`config.mk`:
```
export PLATFORM = sky130hd
export DESIGN_NAME = load_logic_byte_multiply_decode
export DESIGN_NICKNAME = d
export VERILOG_FILES = /design/src/hw/load_logic_byte_multiply_decode.v
export VERILOG_INCLUDE_DIRS = /design/src /design/src/hw
export SDC_FILE = /design/constraint.sdc
export NUM_CORES = 1
export LEC_CHECK = 0
export BUFFER_PORTS_ARGS = -buffer_cell sky130_fd_sc_hd__buf_2
export CORE_MARGIN = 3
export CORE_UTILIZATION = 45
export DETAILED_ROUTE_END_ITERATION = 16
export PLACE_DENSITY = 0.71
export SETUP_SLACK_MARGIN = 0.4
export SLEW_MARGIN = 20
export SYNTH_ARGS = -nofsm -noshare
export SYNTH_HDL_FRONTEND = slang
export SYNTH_SLANG_ARGS = --single-unit
```
`constraint.sdc`:
```
create_clock -name sys_clk -period 4 [get_ports sys_clk]
set_clock_uncertainty 0.2 [all_clocks]
set_input_delay 0.8 -clock sys_clk [delete_from_list [all_inputs] [get_ports sys_clk]]
set_output_delay 0.8 -clock sys_clk [all_outputs]
set_load 0.02 [all_outputs]
```
`src/hw/op_decode_consts.vh`:
```
// Purpose: constants for the opcode decoder
// Assumes: 8-bit opcodes, 4-bit cycle counts
// Notes: addressing mode codes are local to this block
`ifndef OP_DECODE_CONSTS_VH
`define OP_DECODE_CONSTS_VH
// Opcodes
`define OPC_XLD_R_ER 8'h84
`define OPC_XLD_IR_ER 8'h85
`define OPC_XLD_R_IRR 8'h86
`define OPC_XLD_IR_IRR 8'h87
`define OPC_XLD_R_XRR 8'h88
`define OPC_XLD_XRR_R 8'h89
`define OPC_XLD_ER_R 8'h94
`define OPC_XLD_ER_IR 8'h95
`define OPC_XLD_IRR_R 8'h96
`define OPC_XLD_IRR_IR 8'h97
`define OPC_XLD_ER_ER 8'hE8
`define OPC_XLD_ER_IM 8'hE9
`define OPC_EAC_R 8'h98
`define OPC_EAC_RR 8'h99
`define OPC_MUL 8'hF4
`define OPC_NOP 8'h0F
`define OPC_OR_R_R 8'h42
`define OPC_OR_R_IR 8'h43
`define OPC_OR_RG_RG 8'h44
`define OPC_OR_RG_IRG 8'h45
`define OPC_OR_RG_IM 8'h46
`define OPC_OR_IRG_IM 8'h47
// Operation classes
`define OPK_NONE 3'h0
`define OPK_LOAD 3'h1
`define OPK_EA 3'h2
`define OPK_MUL 3'h3
`define OPK_NOP 3'h4
`define OPK_OR 3'h5
// Addressing modes
`define AM_NONE 4'h0
`define AM_WR 4'h1
`define AM_IWR 4'h2
`define AM_REG 4'h3
`define AM_IREG 4'h4
`define AM_EXT 4'h5
`define AM_IRR 4'h6
`define AM_IDX 4'h7
`define AM_IMM 4'h8
`define AM_WRR 4'h9
`define AM_REGPAIR 4'hA
// Flag enable bit positions {c,z,s,v,d,h}
`define FLG_C 5
`define FLG_Z 4
`define FLG_S 3
`define FLG_V 2
`define FLG_D 1
`define FLG_H 0
`define FLG_NONE 6'h00
`define FLG_OR_EN 6'h1C
// Instruction lengths in bytes
`define LEN_NONE 3'h0
`define XLD_LEN 3'h3
`define XLD_LEN_EXT2 3'h4
`define EAC_LEN 3'h3
`define MUL_LEN 3'h2
`define NOP_LEN 3'h1
`define OR_LEN_WR 3'h2
`define OR_LEN_REG 3'h3
// Execution cycle counts
`define CYC_NONE 4'h0
`define XLD_CYC_R_ER 4'h2
`define XLD_CYC_IR_ER 4'h3
`define XLD_CYC_R_IRR 4'h4
`define XLD_CYC_IR_IRR 4'h5
`define XLD_CYC_R_XRR 4'h4
`define XLD_CYC_XRR_R 4'h4
`define XLD_CYC_ER_R 4'h2
`define XLD_CYC_ER_IR 4'h3
`define XLD_CYC_IRR_R 4'h4
`define XLD_CYC_IRR_IR 4'h5
`define XLD_CYC_ER_ER 4'h2
`define XLD_CYC_ER_IM 4'h2
`define EAC_CYC_R 4'h3
`define EAC_CYC_RR 4'h5
`define MUL_CYC 4'h8
`define NOP_CYC 4'h2
`define OR_CYC_DIR 4'h3
`define OR_CYC_IND 4'h4
`endif

```
`src/hw/load_logic_byte_multiply_decode.v`:
```
// Purpose: decode load, address, multiply, no-op and OR opcodes
// Assumes: one opcode offered per cycle with op_valid from fetch logic
// Notes: registered outputs, one cycle of latency
// Function
// - Opcodes 84-89, 94-97, E8, E9 copy source to destination, no flags.
// - Opcodes 98/99 add a signed offset, 3 bytes, 3/5 cycles, no flags.
// - Opcode F4 multiplies pair halves into the pair, 2 bytes, 8 cycles.
// - Opcode 0F is a no-op of 1 byte and 2 cycles, no flags.
// - Opcodes 42-47 OR source into destination with 2/3 bytes, 3/4 cycles.
// - OR updates zero and sign, clears overflow, keeps the other flags.
`timescale 1ns/100ps
`include "op_decode_consts.vh"
module load_logic_byte_multiply_decode
(
  // Clock and reset
  input wire sys_clk,
  input wire rst_n,
  // From fetch
  input wire op_valid,
  input wire [7:0] opcode,
  // To fetch and execute
  output reg dec_valid,
  output reg dec_known,
  output reg [2:0] op_kind,
  output reg [3:0] dst_mode,
  output reg [3:0] src_mode,
  output reg [2:0] fetch_bytes,
  output reg [3:0] exec_cycles,
  output reg [5:0] flag_update,
  output reg [5:0] flag_value
);

reg known;
reg [2:0] kind;
reg [3:0] dmode;
reg [3:0] smode;
reg [2:0] bytes;
reg [3:0] cycles;
reg [5:0] fupd;
reg [5:0] fval;

// Unknown opcodes decode with zero length so fetch can trap on them
always @*
begin
  known = 1'b1;
  kind = `OPK_NONE;
  dmode = `AM_NONE;
  smode = `AM_NONE;
  bytes = `LEN_NONE;
  cycles = `CYC_NONE;
  fupd = `FLG_NONE;
  fval = `FLG_NONE;
  case (opcode)
    `OPC_XLD_R_ER:
    begin
      kind = `OPK_LOAD;
      dmode = `AM_WR;
      smode = `AM_EXT;
      bytes = `XLD_LEN;
      cycles = `XLD_CYC_R_ER;
    end
    `OPC_XLD_IR_ER:
    begin
      kind = `OPK_LOAD;
      dmode = `AM_IWR;
      smode = `AM_EXT;
      bytes = `XLD_LEN;
      cycles = `XLD_CYC_IR_ER;
    end
    `OPC_XLD_R_IRR:
    begin
      kind = `OPK_LOAD;
      dmode = `AM_REG;
      smode = `AM_IRR;
      bytes = `XLD_LEN;
      cycles = `XLD_CYC_R_IRR;
    end
    `OPC_XLD_IR_IRR:
    begin
      kind = `OPK_LOAD;
      dmode = `AM_IREG;
      smode = `AM_IRR;
      bytes = `XLD_LEN;
      cycles = `XLD_CYC_IR_IRR;
    end
    `OPC_XLD_R_XRR:
    begin
      kind = `OPK_LOAD;
      dmode = `AM_WR;
      smode = `AM_IDX;
      bytes = `XLD_LEN;
      cycles = `XLD_CYC_R_XRR;
    end
    `OPC_XLD_XRR_R:
    begin
      kind = `OPK_LOAD;
      dmode = `AM_IDX;
      smode = `AM_WR;
      bytes = `XLD_LEN;
      cycles = `XLD_CYC_XRR_R;
    end
    `OPC_XLD_ER_R:
    begin
      kind = `OPK_LOAD;
      dmode = `AM_EXT;
      smode = `AM_WR;
      bytes = `XLD_LEN;
      cycles = `XLD_CYC_ER_R;
    end
    `OPC_XLD_ER_IR:
    begin
      kind = `OPK_LOAD;
      dmode = `AM_EXT;
      smode = `AM_IWR;
      bytes = `XLD_LEN;
      cycles = `XLD_CYC_ER_IR;
    end
    `OPC_XLD_IRR_R:
    begin
      kind = `OPK_LOAD;
      dmode = `AM_IRR;
      smode = `AM_REG;
      bytes = `XLD_LEN;
      cycles = `XLD_CYC_IRR_R;
    end
    `OPC_XLD_IRR_IR:
    begin
      kind = `OPK_LOAD;
      dmode = `AM_IRR;
      smode = `AM_IREG;
      bytes = `XLD_LEN;
      cycles = `XLD_CYC_IRR_IR;
    end
    `OPC_XLD_ER_ER:
    begin
      kind = `OPK_LOAD;
      dmode = `AM_EXT;
      smode = `AM_EXT;
      bytes = `XLD_LEN_EXT2;
      cycles = `XLD_CYC_ER_ER;
    end
    `OPC_XLD_ER_IM:
    begin
      kind = `OPK_LOAD;
      dmode = `AM_EXT;
      smode = `AM_IMM;
      bytes = `XLD_LEN_EXT2;
      cycles = `XLD_CYC_ER_IM;
    end
    `OPC_EAC_R:
    begin
      kind = `OPK_EA;
      dmode = `AM_WR;
      smode = `AM_IDX;
      bytes = `EAC_LEN;
      cycles = `EAC_CYC_R;
    end
    `OPC_EAC_RR:
    begin
      kind = `OPK_EA;
      dmode = `AM_WRR;
      smode = `AM_IDX;
      bytes = `EAC_LEN;
      cycles = `EAC_CYC_RR;
    end
    `OPC_MUL:
    begin
      kind = `OPK_MUL;
      dmode = `AM_REGPAIR;
      bytes = `MUL_LEN;
      cycles = `MUL_CYC;
    end
    `OPC_NOP:
    begin
      kind = `OPK_NOP;
      bytes = `NOP_LEN;
      cycles = `NOP_CYC;
    end
    `OPC_OR_R_R, `OPC_OR_R_IR, `OPC_OR_RG_RG,
    `OPC_OR_RG_IRG, `OPC_OR_RG_IM, `OPC_OR_IRG_IM:
    begin
      kind = `OPK_OR;
      fupd = `FLG_OR_EN;
      fval = `FLG_NONE;
      case (opcode[2:0])
        3'h2:
        begin
          dmode = `AM_WR;
          smode = `AM_WR;
          bytes = `OR_LEN_WR;
          cycles = `OR_CYC_DIR;
        end
        3'h3:
        begin
          dmode = `AM_WR;
          smode = `AM_IWR;
          bytes = `OR_LEN_WR;
          cycles = `OR_CYC_IND;
        end
        3'h4:
        begin
          dmode = `AM_REG;
          smode = `AM_REG;
          bytes = `OR_LEN_REG;
          cycles = `OR_CYC_DIR;
        end
        3'h5:
        begin
          dmode = `AM_REG;
          smode = `AM_IREG;
          bytes = `OR_LEN_REG;
          cycles = `OR_CYC_IND;
        end
        3'h6:
        begin
          dmode = `AM_REG;
          smode = `AM_IMM;
          bytes = `OR_LEN_REG;
          cycles = `OR_CYC_DIR;
        end
        default:
        begin
          dmode = `AM_IREG;
          smode = `AM_IMM;
          bytes = `OR_LEN_REG;
          cycles = `OR_CYC_IND;
        end
      endcase
    end
    default:
      known = 1'b0;
  endcase
end

// Registered outputs keep timing off the fetch path
always @(posedge sys_clk)
begin
  if (!rst_n)
  begin
    dec_valid <= 1'b0;
    dec_known <= 1'b0;
    op_kind <= `OPK_NONE;
    dst_mode <= `AM_NONE;
    src_mode <= `AM_NONE;
    fetch_bytes <= `LEN_NONE;
    exec_cycles <= `CYC_NONE;
    flag_update <= `FLG_NONE;
    flag_value <= `FLG_NONE;
  end
  else
  begin
    dec_valid <= op_valid;
    if (op_valid)
    begin
      dec_known <= known;
      op_kind <= kind;
      dst_mode <= dmode;
      src_mode <= smode;
      fetch_bytes <= bytes;
      exec_cycles <= cycles;
      flag_update <= fupd;
      flag_value <= fval;
    end
  end
end

endmodule

```
Yosys cells after proc, flatten, opt, wreduce, memory -nomap -nowiden
Index checks and enable logic that the tools add are counted.
{ "classes": {"n_eq_ne": 27, "mux": 11, "reduce_logical": 20} }
{ "ops": {"columns": ["op", "count"], "rows": [
  ["equality test 8 bit (second input constant)", 15],
  ["equality test 8 x 7 -> 1 bit (second input constant)", 6],
  ["one-hot mux 4 bit (10 select lines)", 1],
  ["one-hot mux 4 bit (9 select lines)", 1],
  ["one-hot mux 3 bit (5 select lines)", 2],
  ["one-hot mux 4 bit (6 select lines)", 1],
  ["OR reduction 12 bit", 2],
  ["OR reduction 22 bit", 1],
  ["OR reduction 3 bit", 7],
  ["one-hot mux 4 bit (4 select lines)", 1],
  ["OR reduction 2 bit", 6],
  ["equality test 3 bit (second input constant)", 3],
  ["equality test 8 x 4 -> 1 bit (second input constant)", 1],
  ["OR reduction 4 bit", 2],
  ["equality test 3 x 2 -> 1 bit (second input constant)", 2],
  ["one-hot mux 3 bit (2 select lines)", 1],
  ["OR reduction 6 bit", 1],
  ["2-to-1 mux 5 bit", 1],
  ["OR reduction 5 bit", 1],
  ["2-to-1 mux 3 bit", 1],
  ["2-to-1 mux 1 bit", 2]
]} }
{ "word_totals": {"elab_cells": 66, "out_inout_bits": 32, "regBits": 26, "in_bits": 11} }

Logic depth before layout (Yosys ltp)
Gate-level depths: netlist of the first run.
{ "logic_depth": {"word_depth": 4, "mapped_depth": 7, "ltp_nobuf": 5} }

Least setup slack after synthesis of the first run
No wires, ideal clock.
{ "synth_timing": {"kind": "input -> register", "start": "in opcode[5]", "end": "reg exec_cycles[1]", "path_slack_ns": 1.561, "t_required_ns": 3.741, "stages": 6, "setup_ns": 0.059, "n_path_buf": 1, "arrival_time_ns": 2.180, "cell_sequence": "buf_6 -> or4b_4 -> or3_1 -> o32ai_1 -> or4_1 -> a22o_1"} }
{ "synth_via": {"elab_chain_cells": 3} }
{ "synth_rtl": {"columns": ["item", "line", "rtl"], "rows": [
  ["start: declaration", "load_logic_byte_multiply_decode.v:20", "input wire [7:0] opcode,"],
  ["equality test 8 x 7 -> 1 bit (tied with other cells)", "load_logic_byte_multiply_decode.v:53", "case (opcode)"],
  ["OR reduction 6 bit (tied with other cells)", "load_logic_byte_multiply_decode.v:53", null],
  ["one-hot mux 4 bit (6 select lines) *", "load_logic_byte_multiply_decode.v:53", null],
  ["end signal: assignment", "load_logic_byte_multiply_decode.v:246", "exec_cycles <= `CYC_NONE;"],
  ["end signal: assignment", "load_logic_byte_multiply_decode.v:260", "exec_cycles <= cycles;"],
  ["end: declaration", "load_logic_byte_multiply_decode.v:28", "output reg [3:0] exec_cycles,"]
]} }
Every way passes the cells marked *; elsewhere a longest branch is shown, timed or not.
A chain may end at the register's enable or synchronous reset.

Final worst setup path of the first run
{ "layout_timing": {"start": "in opcode[1]", "end": "reg exec_cycles[2]"} }
{ "layout_via": {"elab_chain_cells": 4} }
{ "layout_rtl": {"columns": ["item", "line", "rtl"], "rows": [
  ["equality test 3 bit or equality test 3 x 2 -> 1 bit (tied branches)", "load_logic_byte_multiply_decode.v:185", "case (opcode[2:0])"],
  ["OR reduction 3 bit (no source line)", null, null],
  ["2-to-1 mux 3 bit", "load_logic_byte_multiply_decode.v:185", null],
  ["one-hot mux 4 bit (6 select lines) *", "load_logic_byte_multiply_decode.v:53", null]
]} }
Marked as above.

==> impl_results.md, run 1 <==
- Status: finished clean
- Worst slew pin tran: 0.719 ns
- Slew HR: 51.4%
- Initial core utilization: 47.2%
- Synthesis Warnings: 0
- Reg2reg path depth: 2
- VDD IR max: 0.152 mV
- Met1 Usage GRT: 24.8%
- Die Wd: 62.8 um
- Via Count: 1,473
- Post-synth ARST share: 0%
- Resize count post-CTS: 0
- Commonest non-fill, non-tap cell in the layout: buf_2
- Gp weighted congestion: 0.893
- Clk pin slew, worst setup/hold paths: 0.11 ns
- Routed Antenna Nets: 0
- First DRT Iteration DRCs: 99
- TritonRoute pass-1 iters: 4
- Worst R2R Start: dec_known
- Ant diodes: 0
- Area grow syn2layout: 8.18%
- Post-synthesis sequential area ratio: 28.9%
- Top post-synthesis cells by area: dfxtp_1 29%, buf_4 5.7%, o21ai_0 5.5%
- Grt met3 use: 3.96%
- DRC viols: 0
- Max clock buf depth: 2
- Fin Setup TNS: 0 ns
- Gr busiest metal: met2
- Unrepaired setup endpoints after global routing: false
- Number of setup violations in the final report: 0
- #FFs+latches synth: 21
- Design Power: 419 uW
- Crit path to: exec_cycles[2]
- Share of cells above drive strength 1: 21.0%
- DRT Wirelength: 3550 um
- Post-Place Cell Area: 1550 um^2
- Met2 capacity usage during global routing: 28.2%
- Setup Buffers After CTS: 0
- Final hold vios: 0
- Max-cap violation count: 0
- Detailed Place HPWL: 2550 um
- Worst Path Arrival: 2.41 ns
- Hold Buf Count CTS: 0
- CP endpoint kind: flip-flop
- CTS Sinks: 21
- Mapped Area: 1450 um^2
- Cells after synthesis: 188
- Commonest cells after routing, fill and taps aside: 33 x buf_2, 21 x dfxtp_1, 19 x nor2_1, 16 x o21ai_0, 15 x a21oi_1
- WL per Instance: 14.2 um
- Initial antenna violation count: 0
- # fillers: 333
- Site row count: 20
- Core Box Area: 3080 um^2
- Required time of the worst setup path: 4.04 ns
- Max Clk Rate: 422 MHz
- RR Endpoint: dec_known
- Critical path launch point: opcode[1]
- Utilization after layout: 51.1%
- Min-Delay Path Class: flip-flop to flip-flop
- Number of distinct library cells after synthesis: 58
- Die area: 3950 um^2
- Period utilization: 59.2%
- Max Slew Vio Count: 0
- Depth of the CTS H-tree: 1
- Via/cell ratio: 5.92
- R2R setup slack: 3.09 ns
- Worst Setup Start Kind: primary input
- Cts bufs inserted: 3
- Die H: 62.8 um
- Post-layout minimum cycle time: 2.37 ns
- Grt ovf: 0
- Dominant synthesized flop cell: dfxtp_1
- First-pass GRT wire length: 5860 um
- Leak Pwr: 0.000632 uW
- Total track usage: 17.9%
- Crit path max fanout: 25
- Crit Path Class: primary input to flip-flop
- Clk_lat worst skew: 0.30 ns
- Number of global-route vias before repair: 1,228
- Design area: 1570 um^2
- Clock root buffer: clkbuf_4
- Layout Nets: 217
- I/O pins: 43
- Power per standard cell area: 267 nW/um^2
- PortBufs: 33
- Top-area cell type share of the netlist area: 28.9%
- Post-synth EDFFs: 0
- CTS tree: built
- Largest net degree at the start of global routing: 33
- Top cell type by total area after synthesis: dfxtp_1
- Avg Cell Area, Syn: 7.73 um^2
-- worst min path at each step --
stage | startpoint | end | slack (ns) | cells after the start
finish | exec_cycles[0] | exec_cycles[0] | 0.26 | 2
global route | exec_cycles[0] | exec_cycles[0] | 0.29 | 2
CTS | exec_cycles[0] | exec_cycles[0] | 0.26 | 2
detailed placement | exec_cycles[0] | exec_cycles[0] | 0.25 | 2
global placement | exec_cycles[0] | exec_cycles[0] | 0.24 | 2
floorplan | exec_cycles[0] | exec_cycles[0] | 0.32 | 2
-- synthesized netlist by cell type (all sizes together), types with 2 or more instances --
cell type	count
a211oi	4
a21o	3
a21oi	15
a31oi	8
and2	2
buf	17
clkbuf	11
dfxtp	21
inv	2
mux2i	3
nand2	7
nand2b	4
nand3	2
nand3b	5
nand4	2
nor2	19
nor2b	3
nor3	4
nor3b	2
nor4	2
nor4b	3
o21ai	18
or3b	2
or4	2
xor2	2
-- registers in the layout, indices dropped and copies added, names as in the netlist --
name,flops
dst_mode,4
exec_cycles,4
src_mode,4
fetch_bytes,3
op_kind,3
dec_known,1
dec_valid,1
flag_update,1
-- area by class of cell --
cell class,count,area [um^2],area share [%]
sequential,21,420,26.7
timing repair buffer,33,165,10.5
tap,44,55.1,3.50
multi-input combinational,145,898,57.1
inverter,2,7.51,0.477
clock buffer,4,26.3,1.67
-- layer usage --
layer,vias to the layer above,routed length (um)
met5,-,0
met4,0,53
met3,8,283
met2,78,1640
met1,676,1570
li1,711,-
-- worst max-delay path, cell delays in order --
cell and delay [ns]:
buf_2 0.23, or3b_1 0.55, nor3_2 0.35, nor2_1 0.11
a21bo_2 0.24, o21ai_1 0.12
-- per-stage QoR --
step | cells | hold WS [ns] | setup slack [ns]
finish | 249 | 0.256 | 1.63
CTS | 249 | 0.261 | 1.67
global route | 249 | 0.291 | 1.55
floorplan | 196 | 0.323 | 1.56
global placement | 245 | 0.238 | 1.35
detailed placement | 245 | 0.246 | 1.35
-- report_power, final --
part           total (uW)  internal, uW  switching [uW]  leakage [uW]
registers             221           217            3.45      0.000172
logic                99.0          29.9            69.1      0.000445
clock network        99.6          38.9            60.7     0.0000150
-- cells by family (layout without fill, tap and decap cells) --
family | count (synthesis) | after routing | synth area share (%)
flip-flops | 21 | 21 | 28.9
multiplexers | 3 | 3 | 2.07
other | 1 | 9 | 0.258
AO/OA/AOI/OAI | 65 | 65 | 28.4
AND/OR/NAND/NOR | 66 | 66 | 27.8
buffers and inverters | 30 | 39 | 11.4
XOR/XNOR | 2 | 2 | 1.21
Power figures use the tool's default switching activity.
==> run 2: changes to the inputs <==
- ABC_AREA: not set -> 1
- clock period: 4 -> 2.5 ns (I/O delays scaled with it)
==> impl_results.md, run 2 <==
- PortBufs: 33
- Top-count cell post-synth: nand2_1
- Crit Path Class: primary input to flip-flop
- Die Wd: 62.6 um
- Period utilization: 63.3%
- Die H: 62.6 um
- Area grow syn2layout: 13.2%
- Commonest non-fill, non-tap cell in the layout: nand2_1
- Met2 capacity usage during global routing: 33.2%
- Worst Path Arrival: 1.62 ns
- CTS Sinks: 21
- Detailed Place HPWL: 2730 um
- I/O pins: 43
- Synth Area in Simple Gates: 47.0%
- VDD IR max: 0.309 mV
- Utilization after layout: 56.3%
- Initial antenna violation count: 0
- Unrepaired setup endpoints after global routing: false
- Ant diodes: 0
- Power per standard cell area: 393 nW/um^2
- Grt met3 use: 3.42%
- Number of distinct library cells after synthesis: 23
- Clk pin slew, worst setup/hold paths: 0.12 ns
- First DRT Iteration DRCs: 106
- Top cell type by total area after synthesis: dfxtp_1
- Total track usage: 18.1%
- TritonRoute pass-1 iters: 4
- Post-Synth XOR/XNOR Area: 0%
- Grt ovf: 0
- Top-area cell type share of the netlist area: 29.1%
- Site row count: 19
- Min-Delay Path Class: flip-flop to flip-flop
- Slowest CP cell: nor2_2
- Dominant synthesized flop cell: dfxtp_1
- Gp weighted congestion: 0.935
- Clock root buffer: clkbuf_4
- # fillers: 332
- Status: finished clean
- Slowest stage delay, CP: 0.22 ns
- Met1 Usage GRT: 22.0%
- DRC viols: 0
- Max-cap violation count: 0
- Routed Antenna Nets: 0
- First-pass GRT wire length: 5990 um
- Leading registers by flop count: dst_mode (4), exec_cycles (4), src_mode (4)
- DRT Wirelength: 3390 um
- Crit path max fanout: 6
- Slew HR: 66.6%
- Largest family of logic cells by synthesized area: simple AND/OR/NAND/NOR gates
- Post-layout minimum cycle time: 1.58 ns
- Fin Setup TNS: 0 ns
- Via Count: 1,520
- Number of setup violations in the final report: 0
- Mux cell area share after synthesis: 0%
- Final hold vios: 0
- Synthesis Warnings: 0
- Commonest cells after routing, fill and taps aside: 72 x nand2_1, 50 x nor2_1, 33 x buf_2, 24 x inv_1, 21 x dfxtp_1
- Initial core utilization: 49.7%
- Avg Cell Area, Syn: 5.89 um^2
- Max Clk Rate: 632 MHz
- Post-synth ARST share: 0%
- Max clock buf depth: 2
- Clk_lat worst skew: 0.29 ns
- #FFs+latches synth: 21
- CTS tree: built
- Synth top cells by count: 72 x nand2_1, 50 x nor2_1, 24 x inv_1, 21 x dfxtp_1, 14 x nand3_1
- Number of global-route vias before repair: 1,425
- Hold Buf Count CTS: 0
- Leak Pwr: 0.00101 uW
- Largest net degree at the start of global routing: 24
- Layout Nets: 289
- Resize count post-CTS: 0
- Setup Buffers After CTS: 0
- Crit path cell chain: buf_2 -> inv_1 -> nand2_2 -> nor2_2 -> nand2_2 -> nor2_1 -> nor2_1 -> nand2_1 -> nand2_1 -> a21oi_1
- Max Slew Vio Count: 0
- Adder-cell share of the synthesized area: 0%
- Core Box Area: 2900 um^2
- WL per Instance: 10.6 um
- Depth of the CTS H-tree: 1
- Gr busiest metal: met2
- CP endpoint kind: flip-flop
- Worst slew pin tran: 0.501 ns
- Worst Setup Start Kind: primary input
- Required time of the worst setup path: 2.53 ns
- Post-synthesis compound-gate area fraction: 9.37%
- Mapped Area: 1440 um^2
- Cells after synthesis: 245
- Share of cells above drive strength 1: 20.6%
- Die area: 3920 um^2
- Post-synthesis sequential area ratio: 29.1%
- Cts bufs inserted: 3
- Post-synth EDFFs: 0
- Top post-synthesis cells by area: dfxtp_1 29%, nand2_1 19%, nor2_1 13%
- Design Power: 642 uW
- Via/cell ratio: 4.76
run 2: cell types whose count changed after synthesis, sizes merged, moves of 6 or more:
cell,change
inv,+26
clkbuf,-9
o21ai,-6
nor2,+37
nand2,+71
a31oi,-8
nand3,+12
run 2: layer usage:
metal	vias to the layer above	part of all wire [%]
met4	0	0.27
met2	46	51
li1	798	-
met5	-	0
met1	674	44
met3	2	5.1
run 2: final timing paths:
| kind | start | slack, ns | end | depth (start not counted) |
|---|---|---|---|---|
| worst max register to register | fetch_bytes[2] | 1.60 | fetch_bytes[2] | 4 |
| worst min register to register | exec_cycles[0] | 0.27 | exec_cycles[0] | 2 |
| worst max-delay path | opcode[4] | 0.92 | exec_cycles[1] | 10 |
| worst min-delay path | exec_cycles[0] | 0.27 | exec_cycles[0] | 2 |
run 2: final cells by class:
cell class              instances  area [um^2]  area share, %
clock buffers                   3         22.5           1.38
clock inverters                 1         5.00          0.307
inverters                      28          105           6.44
multi-input cells             189          847           51.9
flip-flops and latches         21          420           25.7
well taps                      42         52.6           3.22
repair buffers                 35          180           11.0
run 2: through the flow:
step	instances	cell area, um^2	setup WS (ns)	hold slack (ns)
floorplan	253	1470	0.933	0.341
global placement	315	1610	0.602	0.256
detailed placement	315	1610	0.605	0.256
CTS	319	1630	0.937	0.275
global route	319	1630	0.736	0.287
finish	319	1630	0.917	0.271
run 2: cell families after synthesis:
family	Yosys count
compound gates	25
buf+inv	43
flops	21
other cells	1
simple gates	155
run 2: report_power, final:
part	leakage, uW	switching, uW	internal (uW)
Clock	0.0000177	101	59.5
Combinational	0.000821	94.8	37.5
Sequential	0.000171	4.18	345
Total	0.00101	200	442
run 2: worst max-delay path: cells and delay by family:
kind / cells / cell delay [ns]
compound gates: 1 / 0.12
buf+inv: 2 / 0.18
simple gates: 7 / 0.80
